**src/pkg/vdh_pkg.sv**
```systemverilog
// Contract
// address bit 20 low selects local DRAM
// DRAM takes byte and word accesses
// both select bits high means FIFO write
// device captures FIFO data at strobe fall
// device advances FIFO pointers per write
// FIFO is dual-ported, independent of host clock
// hold address strobe and direction high in DMA
// device captures DMA data at word strobe fall
// vector acknowledge needs enable, pending irq, stable address
// device delays read acknowledge two core cycles minimum
// read data valid with acknowledge
// host drops strobes after taking read data
// device acknowledges writes after byte strobes
// host ends writes by releasing address strobe
// no acknowledge if strobe drops first
// FIFO writes are full words only
// device drains FIFO into DRAM itself
// DMA controller answers request with one word
// device commits FIFO word three core cycles later
// no strobes for three core periods; direction low
// address strobe high two core cycles between writes
// device acknowledges FIFO writes without waits
// polled writes only while FIFO has room
// register select uses seven word address bits
// both byte strobes for word, one for byte
// device synchronises host strobes internally
package vdh_pkg;

  // ************************************************
  // timing
  // ************************************************
  localparam int SYS_CLK_NS = 20;
  localparam int CORE_CLK_NS = 40;
  localparam int FIFO_SETTLE_CORE = 3;
  localparam int GAP_NS = FIFO_SETTLE_CORE * CORE_CLK_NS;
  localparam int GAP_CYCLES_I = (GAP_NS + SYS_CLK_NS - 1) / SYS_CLK_NS;
  localparam logic [7:0] GAP_CYCLES = 8'(GAP_CYCLES_I);
  localparam logic [7:0] WORD_STROBE_CYCLES = 8'h02;
  localparam logic [7:0] ACK_TIMEOUT = 8'hff;

  // ************************************************
  // address map
  // ************************************************
  localparam logic [1:0] SEL_DRAM0 = 2'h0;
  localparam logic [1:0] SEL_DRAM1 = 2'h1;
  localparam logic [1:0] SEL_REG = 2'h2;
  localparam logic [1:0] SEL_FIFO = 2'h3;
  localparam int SEL_HI = 20;
  localparam int SEL_LO = 19;
  localparam int VECTOR_EN_BIT = 14;

  // ************************************************
  // types
  // ************************************************
  typedef enum logic [1:0] {
    VDH_READ = 2'h0,
    VDH_WRITE = 2'h1,
    VDH_FIFO = 2'h2,
    VDH_VECTOR = 2'h3
  } vdh_kind_type;

  typedef enum logic [8:0] {
    S_IDLE = 9'h001,
    S_ADDR = 9'h002,
    S_STROBE = 9'h004,
    S_WAIT = 9'h008,
    S_RELEASE = 9'h010,
    S_GAP = 9'h020,
    S_DMA_ACK = 9'h040,
    S_DMA_STROBE = 9'h080,
    S_DMA_END = 9'h100
  } vdh_state_type;

  typedef struct packed {
    vdh_kind_type kind;
    logic [20:1] addr;
    logic upper_en;
    logic lower_en;
    logic [15:0] data;
  } vdh_cmd_type;

  typedef struct packed {
    logic [15:0] data;
    logic err;
  } vdh_rsp_type;

  typedef struct packed {
    logic [20:1] addr;
    logic address_strobe_n;
    logic upper_byte_strobe_n;
    logic lower_byte_strobe_n;
    logic read_not_write;
    logic [15:0] data_o;
    logic data_oe;
    logic dma_acknowledge_in_n;
    logic dma_word_strobe_n;
    logic interrupt_acknowledge_in_n;
    logic host_clock;
  } vdh_pins_type;

  typedef struct packed {
    vdh_state_type state;
    logic [7:0] cnt;
    vdh_kind_type kind;
    vdh_pins_type pins;
    vdh_rsp_type rsp;
    logic rsp_valid;
  } vdh_regs_type;

  localparam vdh_pins_type PINS_IDLE = '{
    addr: 20'h00000, address_strobe_n: 1'h1, upper_byte_strobe_n: 1'h1,
    lower_byte_strobe_n: 1'h1, read_not_write: 1'h1, data_o: 16'h0000,
    data_oe: 1'h0, dma_acknowledge_in_n: 1'h1, dma_word_strobe_n: 1'h1,
    interrupt_acknowledge_in_n: 1'h1, host_clock: 1'h0};

endpackage

```
**src/rtl/vdh_host.sv**
```systemverilog
`timescale 1ns/1ns
module vdh_host
  import vdh_pkg::*;
(
  // clock, reset, enable
  input wire logic sys_clk,
  input wire logic reset_n,
  input wire logic clk_en,
  // command port
  input wire logic cmd_valid,
  input wire vdh_cmd_type cmd,
  output logic cmd_ready,
  output logic rsp_valid,
  output vdh_rsp_type rsp,
  // dma word source and vector enable
  input wire logic dma_enable,
  input wire logic dma_valid,
  input wire logic [15:0] dma_data,
  output logic dma_ready,
  input wire logic vector_irq_enable,
  // device pins
  output vdh_pins_type pins,
  input wire logic [15:0] data_in,
  input wire logic transfer_acknowledge_n,
  input wire logic dma_request_out_n,
  input wire logic irq_n,
  input wire logic fifo_level_flag
);

  // ************************************************
  // reset release
  // ************************************************
  logic [1:0] rsync_q;
  logic rst_n;

  always_ff @(posedge sys_clk or negedge reset_n) begin
    if (!reset_n) begin
      rsync_q <= 2'h0;
    end else begin
      rsync_q <= {rsync_q[0], 1'h1};
    end
  end

  assign rst_n = rsync_q[1];

  // ************************************************
  // pin synchronisers
  // ************************************************
  logic [19:0] sync_q;
  logic [15:0] data_seen;
  logic ack_seen;
  logic req_seen;
  logic irq_seen;
  logic room_seen;

  vdh_sync #(.W(20)) u_sync (
    .sys_clk(sys_clk),
    .rst_n(rst_n),
    .clk_en(clk_en),
    .d({data_in, ~transfer_acknowledge_n, ~dma_request_out_n, ~irq_n,
        fifo_level_flag}),
    .q(sync_q)
  );

  assign data_seen = sync_q[19:4];
  assign ack_seen = sync_q[3];
  assign req_seen = sync_q[2];
  assign irq_seen = sync_q[1];
  assign room_seen = sync_q[0];

  // ************************************************
  // handshakes
  // ************************************************
  vdh_regs_type st_q;
  vdh_regs_type st_d;

  // polled writes wait for room
  assign cmd_ready = clk_en && (st_q.state == S_IDLE) &&
                     ((cmd.kind != VDH_FIFO) || room_seen);
  // a word goes out only against a pending request
  assign dma_ready = clk_en && (st_q.state == S_IDLE) && !cmd_valid &&
                     dma_enable && req_seen;

  // byte enables are held from the accepted command
  logic upper_q;
  logic lower_q;

  always_ff @(posedge sys_clk or negedge rst_n) begin
    if (!rst_n) begin
      upper_q <= 1'h1;
      lower_q <= 1'h1;
    end else if (clk_en && cmd_valid && cmd_ready) begin
      upper_q <= cmd.upper_en;
      lower_q <= cmd.lower_en;
    end
  end

  // ************************************************
  // sequencer
  // ************************************************
  always_comb begin
    st_d = st_q;
    st_d.rsp_valid = 1'h0;
    st_d.pins.host_clock = ~st_q.pins.host_clock;
    case (st_q.state)
      S_IDLE: begin
        st_d.cnt = 8'h00;
        if (cmd_valid && cmd_ready) begin
          st_d.kind = cmd.kind;
          // address settles a full cycle before any strobe
          st_d.pins.addr = cmd.addr;
          st_d.pins.read_not_write = (cmd.kind == VDH_READ) ||
                                     (cmd.kind == VDH_VECTOR);
          st_d.pins.data_o = cmd.data;
          if (cmd.kind == VDH_FIFO) begin
            st_d.pins.addr[SEL_HI:SEL_LO] = SEL_FIFO;
          end
          if ((cmd.kind == VDH_VECTOR) &&
              !(vector_irq_enable && irq_seen)) begin
            // refused: no pending irq or vectors disabled
            st_d.rsp = '{data: 16'h0000, err: 1'h1};
            st_d.rsp_valid = 1'h1;
          end else begin
            st_d.state = S_ADDR;
          end
        end else if (dma_valid && dma_ready) begin
          // strobe and direction stay high for dma
          st_d.pins.address_strobe_n = 1'h1;
          st_d.pins.read_not_write = 1'h1;
          st_d.pins.data_o = dma_data;
          st_d.pins.data_oe = 1'h1;
          st_d.pins.dma_acknowledge_in_n = 1'h0;
          st_d.state = S_DMA_ACK;
        end
      end
      S_ADDR: begin
        if (st_q.kind == VDH_VECTOR) begin
          st_d.pins.interrupt_acknowledge_in_n = 1'h0;
          st_d.state = S_WAIT;
        end else begin
          st_d.pins.address_strobe_n = 1'h0;
          if (st_q.kind == VDH_READ) begin
            // byte lane choice on reads too
            st_d.pins.upper_byte_strobe_n = ~cmd_upper(st_q);
            st_d.pins.lower_byte_strobe_n = ~cmd_lower(st_q);
            st_d.state = S_WAIT;
          end else begin
            st_d.state = S_STROBE;
          end
        end
      end
      S_STROBE: begin
        // write data is driven in the same cycle as the byte strobes
        st_d.pins.data_oe = 1'h1;
        if (st_q.kind == VDH_FIFO) begin
          st_d.pins.upper_byte_strobe_n = 1'h0;
          st_d.pins.lower_byte_strobe_n = 1'h0;
        end else begin
          st_d.pins.upper_byte_strobe_n = ~cmd_upper(st_q);
          st_d.pins.lower_byte_strobe_n = ~cmd_lower(st_q);
        end
        st_d.state = S_WAIT;
      end
      S_WAIT: begin
        st_d.cnt = st_q.cnt + 8'h01;
        if (ack_seen || (st_q.cnt == ACK_TIMEOUT)) begin
          // read data is taken in the same cycle the ack is seen
          st_d.rsp.data = data_seen;
          st_d.rsp.err = !ack_seen;
          st_d.rsp_valid = 1'h1;
          // drop every strobe together
          st_d.pins.address_strobe_n = 1'h1;
          st_d.pins.upper_byte_strobe_n = 1'h1;
          st_d.pins.lower_byte_strobe_n = 1'h1;
          st_d.pins.interrupt_acknowledge_in_n = 1'h1;
          st_d.pins.data_oe = 1'h0;
          st_d.state = S_RELEASE;
        end
      end
      S_RELEASE: begin
        // a timed-out cycle never sees an ack, so nothing waits here
        st_d.cnt = 8'h00;
        if (!ack_seen) begin
          st_d.state = S_GAP;
        end
      end
      S_GAP: begin
        // keeps strobes off while the device commits a word
        st_d.cnt = st_q.cnt + 8'h01;
        if (st_q.cnt == GAP_CYCLES - 8'h01) begin
          st_d.state = S_IDLE;
        end
      end
      S_DMA_ACK: begin
        st_d.pins.dma_word_strobe_n = 1'h0;
        st_d.cnt = 8'h00;
        st_d.state = S_DMA_STROBE;
      end
      S_DMA_STROBE: begin
        st_d.cnt = st_q.cnt + 8'h01;
        if (st_q.cnt == WORD_STROBE_CYCLES - 8'h01) begin
          st_d.pins.dma_word_strobe_n = 1'h1;
          st_d.state = S_DMA_END;
        end
      end
      S_DMA_END: begin
        // acknowledge high time plays the strobe gap role
        st_d.pins.dma_acknowledge_in_n = 1'h1;
        st_d.pins.data_oe = 1'h0;
        st_d.cnt = 8'h00;
        st_d.state = S_GAP;
      end
      default: begin
        st_d.state = S_IDLE;
      end
    endcase
  end

  always_ff @(posedge sys_clk or negedge rst_n) begin
    if (!rst_n) begin
      st_q <= '{state: S_IDLE, cnt: 8'h00, kind: VDH_READ,
                pins: PINS_IDLE, rsp: '0, rsp_valid: 1'h0};
    end else if (clk_en) begin
      st_q <= st_d;
    end
  end

  function automatic logic cmd_upper(input vdh_regs_type s);
    cmd_upper = (s.kind == VDH_READ || s.kind == VDH_WRITE) ?
                upper_q : 1'h1;
  endfunction

  function automatic logic cmd_lower(input vdh_regs_type s);
    cmd_lower = (s.kind == VDH_READ || s.kind == VDH_WRITE) ?
                lower_q : 1'h1;
  endfunction

  assign pins = st_q.pins;
  assign rsp = st_q.rsp;
  assign rsp_valid = st_q.rsp_valid;

  logic fifo_op;
  assign fifo_op = (st_q.kind == VDH_FIFO);
endmodule

```
**src/rtl/vdh_sync.sv**
```systemverilog
`timescale 1ns/1ns
module vdh_sync
  import vdh_pkg::*;
#(
  parameter int W = 1
) (
  // clock and reset
  input wire logic sys_clk,
  input wire logic rst_n,
  input wire logic clk_en,
  // data
  input wire logic [W-1:0] d,
  output logic [W-1:0] q
);

  // ************************************************
  // two stage synchroniser
  // ************************************************
  typedef struct packed {
    logic [W-1:0] s1;
    logic [W-1:0] s2;
  } vdh_sync_regs_type;

  vdh_sync_regs_type r_q;
  vdh_sync_regs_type r_d;

  always_comb begin
    r_d = r_q;
    r_d.s1 = d;
    r_d.s2 = r_q.s1;
  end

  always_ff @(posedge sys_clk or negedge rst_n) begin
    if (!rst_n) begin
      r_q <= '0;
    end else if (clk_en) begin
      r_q <= r_d;
    end
  end

  assign q = r_q.s2;

endmodule

```
**config.mk**
```make
export PLATFORM = sky130hd
export DESIGN_NAME = vdh_host
export DESIGN_NICKNAME = d
export VERILOG_FILES = /design/src/pkg/vdh_pkg.sv /design/src/rtl/vdh_host.sv /design/src/rtl/vdh_sync.sv
export SDC_FILE = /design/constraint.sdc
export NUM_CORES = 1
export LEC_CHECK = 0
export BUFFER_PORTS_ARGS = -buffer_cell sky130_fd_sc_hd__buf_2
export CAP_MARGIN = 20
export CELL_PAD_IN_SITES_DETAIL_PLACEMENT = 1
export CELL_PAD_IN_SITES_GLOBAL_PLACEMENT = 1
export CORE_ASPECT_RATIO = 1.4
export CORE_UTILIZATION = 35
export DETAILED_ROUTE_END_ITERATION = 8
export PLACE_DENSITY = 0.71
export SLEW_MARGIN = 25
export SYNTH_ARGS = -nofsm -noshare
export SYNTH_HDL_FRONTEND = slang
export SYNTH_SLANG_ARGS = --single-unit
```
**constraint.sdc**
```tcl
create_clock -name sys_clk -period 5.2 [get_ports sys_clk]
set_input_delay 0.52 -clock sys_clk [delete_from_list [all_inputs] [get_ports sys_clk]]
set_output_delay 0.52 -clock sys_clk [all_outputs]
set_load 0.1 [all_outputs]
```
### After elaboration in Yosys (flattened, before gate mapping)

Index checks and enable logic that the tools add are counted.
W data, S select, Z words.

| cells by class | value |
|---|---|
| add/sub/neg operators | 1 |
| equality and inequality tests | 31 |
| mux-type cells | 37 |
| bitwise operators | 6 |
| reduce and logical (&&, ||, !) cells | 42 |

Operators by type and width:

| operator | count |
|---|---|
| $pmux W9 S9 | 1 |
| $mux W9 | 8 |
| $mux W18 | 3 |
| $pmux W18 S2 | 1 |
| $mux W19 | 1 |
| $ne A2 B2 Y1 const B | 9 |
| $mux W17 | 1 |
| $pmux W8 S2 | 1 |
| $reduce_and A5 Y1 | 3 |
| $reduce_bool A2 Y1 | 6 |
| $logic_and A1 B1 Y1 | 11 |
| $eq A9 B1 Y1 const B | 1 |
| $eq A9 B2 Y1 const B | 1 |
| $eq A9 B3 Y1 const B | 1 |
| $eq A9 B4 Y1 const B | 1 |
| $eq A9 B5 Y1 const B | 1 |
| $eq A9 B6 Y1 const B | 1 |
| $eq A9 B7 Y1 const B | 1 |
| $eq A9 B8 Y1 const B | 1 |
| $eq A9 B9 Y1 const B | 1 |
| $reduce_and A3 Y1 | 3 |
| $add A8 B1 Y8 const B | 1 |
| $eq A2 B2 Y1 const B | 4 |
| $eq A8 B1 Y1 const B | 1 |
| 26 further kinds | 54 |

| storage, ports and cells | value |
|---|---|
| register bits after elaboration | 126 |
| input bits | 83 |
| word-level logic and storage cells | 139 |

### Longest topological paths before layout

Gate-level depths: netlist of the first run.

| depth | value |
|---|---|
| depth in word-level cells | 9 |
| mapped depth | 9 |
| depth with buffers taken out | 8 |

### By module

A second synthesis of the first run with hierarchy kept.

| unflattened totals | value |
|---|---|
| cells, all modules | 574 |
| area total of the unflattened synthesis | 6206.0 um^2 |

By module, submodules not included:

| module | times used | cells an instance | area an instance (um^2) |
|---|---|---|---|
| vdh_host | 1 | 490 | 4709.5 |
| vdh_sync | 1 | 84 | 1496.4 |

### Least setup slack after synthesis of the first run

No wires, ideal clock.

| timing | value |
|---|---|
| path kind | register to output |
| start point | register st_q[74] (netlist name) |
| end point | output dma_ready |
| data arrival time | 2.059 ns |
| data required time | 4.680 ns |
| slack | 2.621 ns |
| cell stages (with the launch flop) | 6 |
| path buffers | 2 |
| cell sequence | dfrtp_1 buf_2 nor4b_4 and3_1 clkbuf_1 and3_1 |

| between the ends | value |
|---|---|
| cells in the longest elaborated chain, start to end | 5 |

RTL lines:

| element | line | source |
|---|---|---|
| start: declaration | vdh_host.sv:74 | `vdh_regs_type st_q;` |
| start signal: assignment | vdh_host.sv:221 | `st_q <= '{state: S_IDLE, cnt: 8'h00, kind: VDH_READ,` |
| start signal: assignment | vdh_host.sv:224 | `st_q <= st_d;` |
| $eq A9 B1 Y1 | vdh_host.sv:81 | `assign dma_ready = clk_en && (st_q.state == S_IDLE) && !cmd_valid &&` |
| $logic_and A1 B1 Y1 (3 in a row) | vdh_host.sv:81 |  |
| $logic_and A1 B1 Y1 | vdh_host.sv:82 | `dma_enable && req_seen;` |
| end: declaration | vdh_host.sv:19 | `output logic dma_ready,` |

Every way passes these cells.

### Worst setup path after layout of the first run

| timing | value |
|---|---|
| start point | register st_q[77] (netlist name) |
| end point | output dma_ready |

Same word-level chain as after synthesis.

==> impl_metrics.ini, run 1 <==
[finish]
syn_to_final_growth_pct = 17.1
fin_nets = 758
drive_gt1_share_pct = 37.7
layout_common_cells = buf_2 (147), dfrtp_1 (115), nand2_1 (91), o21ai_0 (41), mux2_2 (40)
multiInputGateArea_sq_um = 2310
ff_latch_area_sq_um = 3170
final_common_cell = buf_2
n_fill_cell = 1992

[timing]
fin_crit_ns = 2.96
worst_slew_pin_slew_ns = 0.974
rsz0062_at_grt = false
hold_viol = 0
fin_crit_sh_pct = 57.0
setup_violations = 0
clock_skew_ns = 0.00862
setup_tns_ns = 0
fmax_ghz = 0.337
max_slew_margin_pct = 34.8
final-max-slew-violation-count = 0

[cts]
cts_tree = yes
path_clk_slew_ns = 0.05
post-cts-setup-buffers = 0
postCtsResizedCells = 0
numClockSinks = 126
htreeDepth = 4
cts.path.max_buffers = 2
cts-root-buf = clkbuf_16
cts_made_buffers = 17
insertion_delay_ns = 0.41

[worst_setup_path]
criticalPathCategory = register to output pin
critPathLaunchType = register
required_ns = 4.68
endpoint_kind = output pin
cp_data_arrival_time_ns = 2.44
timing.rr.end = rsp[9]
r2r_cells = 6
r2r_slack_ns = 2.46
crit_fanout = 10
rr_startpoint = st_q[77]

[route]
drt-initial-drc-count = 188
via_per_inst = 4.77
drt-pass1-iter-count = 4
ant_nets = 0
wl_per_cell_um = 16.0
vias = 4375
totalWireLength_um = 14700
drc = 0

[floorplanning]
start_util_pct = 35.6
die_area_sq_um = 18200
die_h_um = 159
coreArea_sq_um = 17300
row_count = 57
io_pins = 148
die_w_um = 114

[synth]
yosysSeqAreaShare_pct = 51.3
synth_edf_count = 0
synth_cells = 583
ys.flop_type = dfrtp_1
yosys_warnings = 0
ys_ff_latch = 126
ys_async_sr_fraction_pct = 100
syn_area_per_cell_sq_um = 10.6
synth_area_sq_um = 6170
synth_nets = 674
yosys.cell_types.count = 62

[worst_hold_path]
hold_end = u_sync.r_d[1]
hold_start = irq_n
hold_class = primary input to register
worstHoldPathCells = 2

[global_route]
grt_pass1_wl_um = 24300
overflow = 0
antenna_found_initial = 3
grt_pass1_vias = 4846
grt_util_all_layers_pct = 17.3
grt_max_degree = 47

[place]
port_buffers = 147
hpwlAfterDp_um = 10800
gp_congestion = 0.813

[status]
status = finished clean

[job]
cap_violations = 0
through the flow:
| stage | hold WS, ns | utilization [%] | std cells | instance area, sq um | setup slack [ns] |
|---|---|---|---|---|---|
| floorplan | 0.224 | - | 583 | 6170 | 1.45 |
| global placement | 0.306 | 38.3 | 882 | 6630 | 2.35 |
| detailed placement | 0.308 | 38.5 | 883 | 6670 | 2.28 |
| CTS | 0.279 | 41.7 | 915 | 7220 | 2.21 |
| global route | 0.291 | 41.7 | 917 | 7230 | 2.09 |
| finish | 0.299 | 41.7 | 917 | 7230 | 2.24 |
cell families after synthesis:
logic type,count (synthesis),synth area share [%]
buffers and inverters,115,11.5
DFF,126,51.3
other,1,0.0608
and+or+nand+nor,184,15.1
AOI/OAI and AO/OA,82,8.98
adders and majority gates,8,1.62
muxes,56,9.89
xor gates and xnor gates,11,1.56
layer usage:
layer	routed length [um]	track usage [%]	part of all wire (%)
met1	5900	19.2	40
met2	7580	30.0	52
met3	905	5.56	6.2
met4	293	7.20	2.0
met5	13	0	0.089
synth_stat cells, types with 3 or more instances:
master | n | share of area, %
dfstp_2 | 10 | 4.3
nand3_2 | 3 | 0.49
nor2_1 | 27 | 1.6
buf_2 | 8 | 0.65
xor2_1 | 9 | 1.3
nand3_1 | 20 | 1.6
mux2_2 | 40 | 7.3
ha_1 | 8 | 1.6
and4_1 | 3 | 0.43
dfrtp_1 | 116 | 47
inv_1 | 26 | 1.6
mux2i_1 | 16 | 2.6
o21ai_2 | 6 | 0.85
nor3_1 | 5 | 0.41
buf_6 | 3 | 0.55
o31ai_1 | 3 | 0.36
clkbuf_1 | 9 | 0.55
a21o_1 | 5 | 0.61
buf_4 | 65 | 7.9
and3_1 | 7 | 0.71
a31oi_1 | 3 | 0.30
nand2_1 | 91 | 5.5
o21ai_0 | 41 | 3.3
nand4_1 | 5 | 0.51
a21oi_1 | 7 | 0.57
timing repair:
item,in CTS,in global routing
hold endpoints to repair,2,0
hold buffers,1,0
endpoints found under the setup margin,0,0
layout make-up:
class                   count  share of cell area (%)
diodes                      2                  0.0693
flip-flops and latches    126                    43.9
clock buffers              24                    6.67
well taps                 236                    4.09
clock inverters             7                   0.866
repair buffers            153                    11.1
multi-input cells         342                    31.9
inverters                  27                    1.40
worst max-delay path by stage:
stage	start	endpoint	cells past startpoint
after floorplan	rsync_q[1]	pins[0]	0
after global placement	clk_en	pins[10]	6
after detailed placement	clk_en	pins[11]	6
after CTS	st_q[77]	dma_ready	4
after global routing	st_q[77]	cmd_ready	4
final	st_q[77]	dma_ready	4
state kept, by name, summed over array words and instances, names as in the netlist:
register,flops
pins,45
u_sync.r_d,20
rsp,17
rsync_q,2
upper_q,1
rsp_valid,1
u_sync.q,20
st_q,19
lower_q,1
critical path: stages (launching register included):
cell and delay, ns:
dfrtp_1 0.52, nor4_4 0.44, and3_1 0.42, and3_1 0.22, buf_2 0.44
Power of run 1 is not shown: default switching activity piles up to over one toggle a cycle in this logic, so the estimate is an artifact.
==> run 2: changes to the inputs <==
==> constraint.sdc (replaced) <==
create_clock -name sys_clk -period 2.8 [get_ports sys_clk]
set_input_delay 0.28 -clock sys_clk [delete_from_list [all_inputs] [get_ports sys_clk]]
set_output_delay 0.28 -clock sys_clk [all_outputs]
set_load 0.1 [all_outputs]
==> run 2 against run 1 <==
Effect of this change:
- sequential share of layout area shrank 0.51 points
- non-clock buffer count grew 8
- flip-flop and latch count is the same
- largest cell class unchanged
- worst setup slack lost 2.1 ns
- via count grew 1.4%
- hold slack lost 0.24 ns
- clock skew is essentially flat
- design area grew 1.2%
- final cell count grew 0.76%
- register-to-register slack lost 2.2 ns
- critical path depth is the same
==> impl_metrics.ini, run 2 (synthesized netlist as in run 1, its figures left out) <==
[cts]
cts_tree = yes
htreeDepth = 4
numClockSinks = 126
cts_made_buffers = 17
path_clk_slew_ns = 0.05
cts_hold_buf = 1
insertion_delay_ns = 0.41
post-cts-setup-buffers = 0
cts.path.max_buffers = 2
cts-root-buf = clkbuf_16
postCtsResizedCells = 0

[place]
hpwlAfterDp_um = 10700
gp_congestion = 0.812
port_buffers = 147

[global_route]
grt_pass1_wl_um = 24400
grt_util_all_layers_pct = 17.1
grt_pass1_vias = 5043
overflow = 0
antenna_found_initial = 0
grt_max_degree = 55

[floorplanning]
start_util_pct = 35.6
io_pins = 148
die_area_sq_um = 18200
row_count = 57
coreArea_sq_um = 17300
die_h_um = 159
die_w_um = 114

[timing]
setup_violations = 0
worst_slew_pin_slew_ns = 0.686
clock_skew_ns = 0.00827
setup_tns_ns = 0
fin_crit_sh_pct = 95.0
max_slew_margin_pct = 54.3
rsz0062_at_grt = false
fmax_ghz = 0.376
final-max-slew-violation-count = 0
hold_viol = 0
fin_crit_ns = 2.66

[finish]
drive_gt1_share_pct = 38.8
antenna_cells = 0
layout_common_cells = buf_2 (147), dfrtp_1 (115), nand2_1 (91), o21ai_0 (41), mux2_2 (40)
syn_to_final_growth_pct = 18.5
final_common_cell = buf_2
fin_nets = 766
largest_reg_flops = 45

[route]
totalWireLength_um = 14400
drt-pass1-iter-count = 4
met2_length_um = 7800
vias = 4438
via_per_inst = 4.80
highest-signal-layer = met4
ant_nets = 0
drc = 0
wl_per_cell_um = 15.6
drt-initial-drc-count = 146
wl_met3_um = 862
m1WireLength_um = 5580

[worst_setup_path]
r2r_slack_ns = 0.29
cp_data_arrival_time_ns = 2.38
crit_fanout = 10
required_ns = 2.52
rr_startpoint = st_q[81]
r2r_cells = 7
criticalPathCategory = register to output pin
timing.rr.end = st_q[73]
critPathLaunchType = register
endpoint_kind = output pin

[worst_hold_path]
hold_start = transfer_acknowledge_n
hold_end = u_sync.r_d[3]
hold_class = primary input to register
worstHoldPathCells = 2

[status]
status = finished clean

[job]
cap_violations = 0
-- run 2: changes by cell type in the layout (fill, tap and decap cells not counted) --
cell        change
buf_4           +7
o21ai_2         +1
buf_12          +2
buf_16          -1
bufinv_16       +1
clkinvlp_4      +2
diode_2         -2
clkbuf_8        -1
clkinv_4        +1
clkbuf_1        -2
o21ai_4         -1
-- run 2: through the flow --
step,util [%],area (sq um),hold WS [ns],worst slack (ns),instances
5_1_grt,42.2,7310,0.0413,0.0106,924
3_3_place_gp,38.8,6720,0.0663,0.462,891
6_report,42.2,7310,0.0589,0.139,924
4_1_cts,42.2,7310,0.0414,0.127,924
3_5_place_dp,38.8,6720,0.0681,0.385,891
2_1_floorplan,-,6170,-0.0156,0.461,583
-- run 2: worst max-delay path, cell delays in order (launching register included) --
cell and delay (ns):
dfrtp_1 0.51, nor4_4 0.45, and3_1 0.38, and3_1 0.20, buf_2 0.44
-- run 2: cell type report --
| cell class | instances | area, sq um |
|---|---|---|
| tap | 236 | 295 |
| sequential | 126 | 3170 |
| multi-input combinational | 342 | 2300 |
| timing repair buffer | 161 | 868 |
| fill | 2020 | 10000 |
| clock inverter | 11 | 116 |
| clock buffer | 21 | 460 |
| inverter | 27 | 101 |
-- run 2: how the worst max path moves through the flow --
| stage | slack (ns) | from | end | cells after the start |
|---|---|---|---|---|
| after detailed placement | 0.38 | st_q[81] | st_q[73] | 7 |
| after CTS | 0.13 | st_q[77] | dma_ready | 4 |
| final | 0.14 | st_q[77] | dma_ready | 4 |
| after global routing | 0.01 | st_q[77] | dma_ready | 4 |
| after global placement | 0.46 | st_q[81] | st_q[75] | 6 |
| after floorplan | 0.46 | st_q[74] | dma_ready | 5 |
-- run 2: routing by layer --
layer | track usage, % | vias up
li1 | - | 2088
met1 | 18.6 | 2211
met2 | 31.0 | 127
met3 | 5.48 | 12
met4 | 5.25 | 0
met5 | 0 | -
Power of run 2 is left out for the same reason.
